==> src/rtl/rtcml_consts.vh <==
/*
  Constants for the room temperature mode logic: mode codes, scale,
  widths and reset values.
  Assumes temperatures are signed fixed point in units of 0.01 K.
*/
`ifndef RTCML_CONSTS_VH
`define RTCML_CONSTS_VH
`define RTCML_MODE_COMFORT 2'h0
`define RTCML_MODE_STANDBY 2'h1
`define RTCML_MODE_NIGHT 2'h2
`define RTCML_MODE_FROST 2'h3
`define RTCML_FULL_SCALE 8'h64
`define RTCML_PCT_SCALE 24'h000064
`define RTCML_INT_FRAC 8
`define RTCML_PRESET_RESET 2'h0
`define RTCML_ACT_RESET 8'h00
`define RTCML_SCENE_SAVE_BIT 7
`define RTCML_SCENE_COUNT 64
`endif

==> src/rtl/rtcml_top.v <==
/*
  Room temperature decision logic: P/PI actuating value, two-point
  outputs with hysteresis, dead zone placement and mode selection.
  Assumes all inputs come from logic on core_clk_in; temp_valid_in
  marks a new temperature sample; temperatures in 0.01 K, signed.
*/
`timescale 1ns/10ps
`default_nettype none
`include "rtcml_consts.vh"
module rtcml_top (
  input wire core_clk_in, // 250 MHz controller clock
  input wire resetn_in, // asynchronous reset, active low
  input wire temp_valid_in, // new temperature sample pulse
  input wire signed [15:0] temp_in, // actual temperature
  input wire signed [15:0] heat_sp_in, // heating setpoint
  input wire [15:0] band_in, // proportional bandwidth, nonzero
  input wire [15:0] int_step_in, // integral gain per sample, 8 frac bits
  input wire [15:0] dead_zone_in, // configured dead zone width
  input wire [15:0] heat_hyst_in, // heating hysteresis magnitude
  input wire [15:0] cool_hyst_in, // cooling hysteresis magnitude
  input wire heat_two_point_in, // heating uses two-point control
  input wire cool_two_point_in, // cooling uses two-point control
  input wire heat_hyst_pos_in, // heating hysteresis positive
  input wire pi_mode_in, // 1 = PI, 0 = P
  input wire preset_valid_in, // preset mode received pulse
  input wire [1:0] preset_in, // preset mode value
  input wire manual_valid_in, // manual mode selection pulse
  input wire [1:0] manual_in, // manual mode value
  input wire scene_valid_in, // scene byte received pulse
  input wire [7:0] scene_in, // scene byte
  input wire presence_set_in, // presence detected pulse
  input wire presence_clr_in, // presence cleared pulse
  input wire presence_button_in, // presence-button option
  input wire window_open_in, // window contact level, 1 = open
  input wire [31:0] comfort_ext_in, // comfort extension in cycles
  output reg [7:0] heat_act_out, // heating actuating value, percent
  output reg [7:0] cool_act_out, // cooling actuating value, percent
  output reg heat_on_out, // two-point heating output
  output reg cool_on_out, // two-point cooling output
  output reg signed [15:0] cool_sp_out, // placed cooling setpoint
  output reg [1:0] mode_out, // current operating mode
  output reg presence_out // presence flag
);
  reg [1:0] preset_reg;
  reg [1:0] pre_presence_reg;
  reg ext_timer_run_reg;
  reg [31:0] ext_cnt_reg;
  reg [23:0] heat_int_reg;
  reg [23:0] cool_int_reg;
  reg scene_recall_reg;
  wire [1:0] scene_mode;
  wire scene_store;
  wire signed [17:0] zone_ext;
  wire signed [17:0] cool_sp_wide;
  wire signed [16:0] heat_dev;
  wire signed [16:0] cool_dev;
  wire [7:0] heat_p;
  wire [7:0] cool_p;
  wire [1:0] cur_mode;
  wire [8:0] heat_sum;
  wire [8:0] cool_sum;
  wire [7:0] heat_pi;
  wire [7:0] cool_pi;

  assign scene_store = scene_valid_in && scene_in[`RTCML_SCENE_SAVE_BIT];

  rtcml_scene_mem u_scene (
    .core_clk_in(core_clk_in),
    .wr_en_in(scene_store),
    .addr_in(scene_in[5:0]),
    .wr_data_in(cur_mode),
    .rd_data_out(scene_mode)
  );

  // The dead zone grows by each hysteresis that belongs to a two-point side.
  assign zone_ext = {2'b00, dead_zone_in}
    + (heat_two_point_in ? {2'b00, heat_hyst_in} : 18'sh00000)
    + (cool_two_point_in ? {2'b00, cool_hyst_in} : 18'sh00000);
  assign cool_sp_wide = {{2{heat_sp_in[15]}}, heat_sp_in} + zone_ext;

  assign heat_dev = {heat_sp_in[15], heat_sp_in} - {temp_in[15], temp_in};
  assign cool_dev = {temp_in[15], temp_in} - {cool_sp_out[15], cool_sp_out};

  function [7:0] p_value;
    input signed [16:0] dev;
    input [15:0] band;
    reg [23:0] scaled;
    reg [23:0] quot;
    begin
      scaled = 24'h000000;
      quot = 24'h000000;
      if (dev <= 17'sh00000)
      begin
        p_value = `RTCML_ACT_RESET;
      end
      else if ({1'b0, dev[15:0]} >= {1'b0, band})
      begin
        p_value = `RTCML_FULL_SCALE;
      end
      else
      begin
        scaled = {8'h00, dev[15:0]} * `RTCML_PCT_SCALE;
        quot = scaled / {8'h00, band};
        p_value = quot[7:0];
      end
    end
  endfunction

  assign heat_p = p_value(heat_dev, band_in);
  assign cool_p = p_value(cool_dev, band_in);

  // The stored integral share was capped against an older P value, so the
  // sum is clamped again before it reaches the output.
  assign heat_sum = {1'b0, heat_p}
    + {1'b0, heat_int_reg[`RTCML_INT_FRAC+7:`RTCML_INT_FRAC]};
  assign cool_sum = {1'b0, cool_p}
    + {1'b0, cool_int_reg[`RTCML_INT_FRAC+7:`RTCML_INT_FRAC]};
  assign heat_pi = (heat_sum > {1'b0, `RTCML_FULL_SCALE}) ? `RTCML_FULL_SCALE
    : heat_sum[7:0];
  assign cool_pi = (cool_sum > {1'b0, `RTCML_FULL_SCALE}) ? `RTCML_FULL_SCALE
    : cool_sum[7:0];

  // PI: the integral share accumulates per sample and sits on top of P.
  function [23:0] int_next;
    input [23:0] acc;
    input signed [16:0] dev;
    input [15:0] step;
    input [7:0] p;
    reg [24:0] sum;
    reg [23:0] cap;
    begin
      cap = {`RTCML_FULL_SCALE - p, 16'h0000} >> (16 - `RTCML_INT_FRAC);
      sum = {1'b0, acc} + {9'h000, step};
      if (dev == 17'sh00000)
      begin
        int_next = acc;
      end
      else if (dev < 17'sh00000)
      begin
        int_next = 24'h000000;
      end
      else if (sum[23:0] > cap || sum[24])
      begin
        int_next = cap;
      end
      else
      begin
        int_next = sum[23:0];
      end
    end
  endfunction

  // Two-point state from the previous state and the thresholds.
  function hyst_next;
    input state;
    input cooling;
    input pos;
    input signed [16:0] t;
    input signed [16:0] sp;
    input signed [16:0] h;
    begin
      hyst_next = state;
      if (cooling)
      begin
        if (!state && t > sp) hyst_next = 1'b1;
        if (state && t <= sp - h) hyst_next = 1'b0;
      end
      else if (pos)
      begin
        if (!state && t < sp) hyst_next = 1'b1;
        if (state && t >= sp + h) hyst_next = 1'b0;
      end
      else
      begin
        if (!state && t < sp - h) hyst_next = 1'b1;
        if (state && t >= sp) hyst_next = 1'b0;
      end
    end
  endfunction

  always @(posedge core_clk_in or negedge resetn_in)
  begin
    if (!resetn_in)
    begin
      heat_act_out <= `RTCML_ACT_RESET;
      cool_act_out <= `RTCML_ACT_RESET;
      heat_on_out <= 1'b0;
      cool_on_out <= 1'b0;
      heat_int_reg <= 24'h000000;
      cool_int_reg <= 24'h000000;
      cool_sp_out <= 16'sh0000;
    end
    else
    begin
      cool_sp_out <= cool_sp_wide[15:0];
      if (temp_valid_in)
      begin
        if (pi_mode_in)
        begin
          heat_int_reg <= int_next(heat_int_reg, heat_dev, int_step_in,
                                   heat_p);
          cool_int_reg <= int_next(cool_int_reg, cool_dev, int_step_in,
                                   cool_p);
        end
        else
        begin
          heat_int_reg <= 24'h000000;
          cool_int_reg <= 24'h000000;
        end
        // In P mode continuous outputs stay zero in the dead zone; in PI mode the old integral share shows on the first sample there, and on every sample at a setpoint.
        heat_act_out <= heat_two_point_in ? `RTCML_ACT_RESET
          : heat_pi;
        cool_act_out <= cool_two_point_in ? `RTCML_ACT_RESET
          : cool_pi;
        heat_on_out <= heat_two_point_in && hyst_next(heat_on_out, 1'b0,
          heat_hyst_pos_in, {temp_in[15], temp_in},
          {heat_sp_in[15], heat_sp_in}, {1'b0, heat_hyst_in});
        cool_on_out <= cool_two_point_in && hyst_next(cool_on_out, 1'b1,
          1'b0, {temp_in[15], temp_in},
          {cool_sp_out[15], cool_sp_out}, {1'b0, cool_hyst_in});
      end
    end
  end

  // Mode selection.
  assign cur_mode = window_open_in ? `RTCML_MODE_FROST
    : (presence_out ? `RTCML_MODE_COMFORT : preset_reg);

  always @(posedge core_clk_in or negedge resetn_in)
  begin
    if (!resetn_in)
    begin
      scene_recall_reg <= 1'b0;
    end
    else
    begin
      scene_recall_reg <= scene_valid_in && !scene_in[`RTCML_SCENE_SAVE_BIT];
    end
  end

  always @(posedge core_clk_in or negedge resetn_in)
  begin
    if (!resetn_in)
    begin
      preset_reg <= `RTCML_PRESET_RESET;
      pre_presence_reg <= `RTCML_PRESET_RESET;
      presence_out <= 1'b0;
      ext_timer_run_reg <= 1'b0;
      ext_cnt_reg <= 32'h00000000;
      mode_out <= `RTCML_PRESET_RESET;
    end
    else
    begin
      mode_out <= cur_mode;
      // Last request wins, except a preset equal to pre_presence_reg during presence; scene recall acts a cycle late and beats manual; manual beats preset.
      if (scene_recall_reg)
      begin
        preset_reg <= scene_mode;
      end
      else if (manual_valid_in)
      begin
        preset_reg <= manual_in;
      end
      else if (preset_valid_in)
      begin
        if (!(presence_out && preset_in == pre_presence_reg))
        begin
          preset_reg <= preset_in;
        end
      end
      if (presence_set_in && !presence_out)
      begin
        presence_out <= 1'b1;
        pre_presence_reg <= preset_reg;
        // Standby runs comfort without limit; night or frost is timed.
        ext_timer_run_reg <= (preset_reg == `RTCML_MODE_NIGHT) ||
          (preset_reg == `RTCML_MODE_FROST);
        ext_cnt_reg <= 32'h00000000;
      end
      else if (presence_out)
      begin
        if (presence_clr_in)
        begin
          presence_out <= 1'b0;
          ext_timer_run_reg <= 1'b0;
        end
        else if (presence_button_in && preset_valid_in &&
                 preset_in != pre_presence_reg)
        begin
          presence_out <= 1'b0;
          ext_timer_run_reg <= 1'b0;
        end
        else if (ext_timer_run_reg)
        begin
          if (ext_cnt_reg + 32'h00000001 >= comfort_ext_in)
          begin
            presence_out <= 1'b0;
            ext_timer_run_reg <= 1'b0;
          end
          else
          begin
            ext_cnt_reg <= ext_cnt_reg + 32'h00000001;
          end
        end
      end
    end
  end
endmodule // rtcml_top
`default_nettype wire

==> src/rtl/rtcml_scene_mem.v <==
/*
  Scene store: 64 entries of one operating mode each.
  Assumes the surroundings keep it powered so it stands in for
  non-volatile storage; read data come out of a register.
*/
`timescale 1ns/10ps
`default_nettype none
module rtcml_scene_mem (
  input wire core_clk_in, // controller clock
  input wire wr_en_in, // write strobe
  input wire [5:0] addr_in, // scene index
  input wire [1:0] wr_data_in, // mode to store
  output reg [1:0] rd_data_out // registered mode of addressed scene
);
  reg [1:0] mem_reg [0:`RTCML_SCENE_COUNT-1];
  always @(posedge core_clk_in)
  begin
    if (wr_en_in)
    begin
      mem_reg[addr_in] <= wr_data_in;
    end
    rd_data_out <= mem_reg[addr_in];
  end
endmodule // rtcml_scene_mem
`default_nettype wire

==> config.mk <==
export PLATFORM = sky130hd
export DESIGN_NAME = rtcml_top
export DESIGN_NICKNAME = d
export VERILOG_FILES = /design/src/rtl/rtcml_top.v /design/src/rtl/rtcml_scene_mem.v
export VERILOG_INCLUDE_DIRS = /design/src /design/src/rtl
export SDC_FILE = /design/constraint.sdc
export NUM_CORES = 2
export LEC_CHECK = 0
export ABC_AREA = 0
export CAP_MARGIN = 10
export CELL_PAD_IN_SITES_DETAIL_PLACEMENT = 0
export CELL_PAD_IN_SITES_GLOBAL_PLACEMENT = 1
export CORE_AREA = 2 2 398 400
export CTS_BUF_LIST = sky130_fd_sc_hd__clkbuf_4
export DETAILED_ROUTE_END_ITERATION = 8
export DIE_AREA = 0 0 400 402
export DONT_BUFFER_PORTS = 1
export PLACE_DENSITY = 0.68
export SETUP_SLACK_MARGIN = 0.5
export SLEW_MARGIN = 20
export SYNTH_ARGS = -nofsm -noshare
export SYNTH_HDL_FRONTEND = slang
export SYNTH_HIERARCHICAL = 1
export SYNTH_SLANG_ARGS = --single-unit
==> constraint.sdc <==
create_clock -name core_clk_in -period 159.4 [get_ports core_clk_in]
set_input_delay 31.88 -clock core_clk_in [delete_from_list [all_inputs] [get_ports core_clk_in]]
set_output_delay 31.88 -clock core_clk_in [all_outputs]
set_load 0.03 [all_outputs]
==> impl_metrics.toml <==
[timing]
rsz0062_at_grt = "no"
hold_violations = 0
period_needed_ns = 103.38
worstMarginPinSlew_ns = 1.194
finalSetupViolCount = 0
fmax_mhz = 9.673
period_share_pct = 64.86
drv_slew = 0
relSlewSlack_pct = 19.72
worst_hold_slack_ns = 0.4930
fin_skew_ns = 0.04743
finalSetupTns_ns = 0

[floorplanning]
die-area_mm2 = 0.1608
rows = 146
fp.dieW_um = 400
die_h_um = 402
start_util_pct = 33.76
ios = 207
core_area_mm2 = 0.1571

[clocking]
cts_tree = "done"
ctsHoldBuffers = 0
clk_path_buf_depth = 3
root_buffer = "clkbuf_4"
htreeDepth = 2
ctsResizeCount = 0
clk_transition_reported_paths_ns = 0.07
cts_setup_buffers = 0
clk_latency_ns = 0.78
clkSinkCount = 253
cts_buffers = 59

[drt]
post_drt_wl_per_cell_um = 19.51
first_pass_iters = 5
num_vias = 49540
finalWirelength_mm = 171.7
viasPerCell = 5.630
drt_iter0_markers = 3005
drc = 0
final_antenna_net_count = 0

[synthesis]
synthArstFlopShare_pct = 48.62
synth_cell_types = 121
mappedNetlistArea_mm2 = 0.05303
ys_warn_count = 6
synth_edf_count = 128
synth_ff_type = "edfxtp_1"
synth_seq_cells = 253
syn_nets = 7838
synth-seq-area-share_pct = 13.13
avgSynthCellArea_um2 = 7.933
syn_inst = 6685

[grt]
antenna_found_initial = 4
grt_pass1_wl_mm = 268.2
grt.total_usage_pct = 20.83
overflow = 0
grt_max_degree = 124
grt_pass1_vias = 48060

[placement]
port_buffers = 0
dpl.cell_count = 8685
place.gp.congestion = 0.8658
dp_hpwl_mm = 136.7

[layout]
drive_gt1_share_pct = 6.682
nNetsFinal = 7828
area_growth_pct = 6.169
instances_no_fill = 8799
utilization_pct = 35.84
largest_register_ffs = 128

[worst_setup_path]
critPathArrivalTime_ns = 104.09
path_class = "primary input to flop"
crit_fanout = 26
ff2ff_setup_slack_ns = 86.34
r2r_end = "cool_int_reg[15]$_DFFE_PN0P_"
ff2ff_path_depth = 293
cp.required_ns = 160.11
r2r-start = "cool_sp_out[1]$_DFF_PN0_"
start_kind = "primary input"
cp_slowest_cell = "a2111oi_0"
crit_end = "cool_int_reg[15]$_DFFE_PN0P_"
cp-end-kind = "flop"
crit_start = "temp_in[0]"
max_stage_delay_ns = 0.95

[run_status]
status = "completed"

[job]
cap_violations = 0

[hold_path]
min_path_type = "flop to flop"
==> layout make-up <==
type | instances | area, um2
flip-flops and latches | 253 | 6962
multi-input cells | 5870 | 43910
well taps | 2072 | 2592
inverters | 415 | 1558
clock inverters | 30 | 128.9
fillers | 16650 | 100800
diodes | 7 | 17.52
clock buffers | 76 | 570.5
repair buffers | 76 | 568.0
==> logic make-up (layout without fill, tap and decap cells) <==
logic type                 count (synthesis)  after routing  share of synthesized area, %
and+or+nand+nor                         2129           2129                         19.86
other                                      0              7                             0
AOI/OAI and AO/OA                       2077           2077                         26.48
buffers and inverters                    562            597                         4.147
xor gates and xnor gates                 469            469                         7.745
adders and majority gates                984            984                         24.05
DFF                                      253            253                         13.13
muxes                                    211            211                         4.593
==> cell usage after synthesis (80+ instances only) <==
| cell type | count | area share [%] |
|---|---|---|
| nor3_1 | 215 | 2.0 |
| o21a_1 | 235 | 3.3 |
| a21oi_1 | 463 | 4.4 |
| clkbuf_1 | 102 | 0.72 |
| nand2_1 | 487 | 3.4 |
| mux2_2 | 148 | 3.1 |
| xor2_1 | 175 | 2.9 |
| dfrtp_1 | 123 | 5.8 |
| nand3_1 | 129 | 1.2 |
| nor2_1 | 555 | 3.9 |
| inv_1 | 413 | 2.9 |
| nand2b_1 | 125 | 1.5 |
| a21o_1 | 231 | 3.3 |
| o21ai_0 | 393 | 3.7 |
| nand4_1 | 80 | 0.94 |
| xnor2_1 | 294 | 4.9 |
| nor2b_1 | 118 | 1.4 |
| ha_1 | 924 | 22 |
| o31ai_1 | 108 | 1.5 |
| edfxtp_1 | 128 | 7.2 |
| and3_1 | 80 | 0.94 |
| and2_1 | 105 | 1.2 |
==> layout by cell type (no fill, tap or decap), types with 57 or more instances in the layout <==
| cell type | instances |
|---|---|
| nor3_1 | 214 |
| nand2b_1 | 125 |
| o21a_1 | 235 |
| a21o_1 | 231 |
| and2_1 | 106 |
| xnor2_1 | 294 |
| a21oi_1 | 463 |
| inv_1 | 401 |
| buf_4 | 75 |
| mux2_2 | 148 |
| a31oi_1 | 57 |
| nand3_1 | 129 |
| and3_1 | 79 |
| o21ai_0 | 392 |
| or3_1 | 57 |
| o211ai_1 | 64 |
| nand4_1 | 80 |
| clkbuf_4 | 76 |
| ha_1 | 924 |
| dfrtp_1 | 123 |
| nor2_1 | 554 |
| nor2b_1 | 118 |
| edfxtp_1 | 128 |
| nand2_1 | 487 |
| xor2_1 | 175 |
| fa_1 | 59 |
| o31ai_1 | 107 |
==> worst min path at each step <==
stage,startpoint,endpoint,cells past startpoint
after floorplan,heat_int_reg[3]$_DFFE_PN0P_,heat_int_reg[3]$_DFFE_PN0P_,2
after global placement,heat_int_reg[23]$_DFFE_PN0P_,heat_int_reg[23]$_DFFE_PN0P_,1
after detailed placement,heat_int_reg[23]$_DFFE_PN0P_,heat_int_reg[23]$_DFFE_PN0P_,1
after CTS,heat_int_reg[23]$_DFFE_PN0P_,heat_int_reg[23]$_DFFE_PN0P_,1
after global routing,heat_int_reg[23]$_DFFE_PN0P_,heat_int_reg[23]$_DFFE_PN0P_,1
final,heat_int_reg[23]$_DFFE_PN0P_,heat_int_reg[23]$_DFFE_PN0P_,1
==> critical path, delay by kind of cell <==
kind	cells	cell delay, ns
AOI/OAI and AO/OA	163	40.28
and+or+nand+nor	76	16.77
adders and majority gates	29	9.18
buffers and inverters	19	3.72
muxes	4	1.20
xor gates and xnor gates	2	0.84
==> per-layer routing <==
metal / wire length [um] / share of wire, % / GRT usage (%) / vias up
met5: 0 / 0 / 0 / -
met1: 82610 / 48 / 29.06 / 23450
met2: 77300 / 45 / 34.20 / 1035
li1: - / - / - / 24880
met4: 4028 / 2.3 / 4.967 / 0
met3: 7743 / 4.5 / 2.158 / 168
==> per-stage QoR <==
step | setup slack [ns] | cell area [um2]
finish | 56.02 | 56310
global route | 50.34 | 56290
CTS | 56.21 | 56280
detailed placement | 55.77 | 55580
global placement | 56.32 | 55580
floorplan | 67.04 | 53030
Power is not shown: default switching activity piles up to over one toggle a cycle in this logic, so the estimate is an artifact.
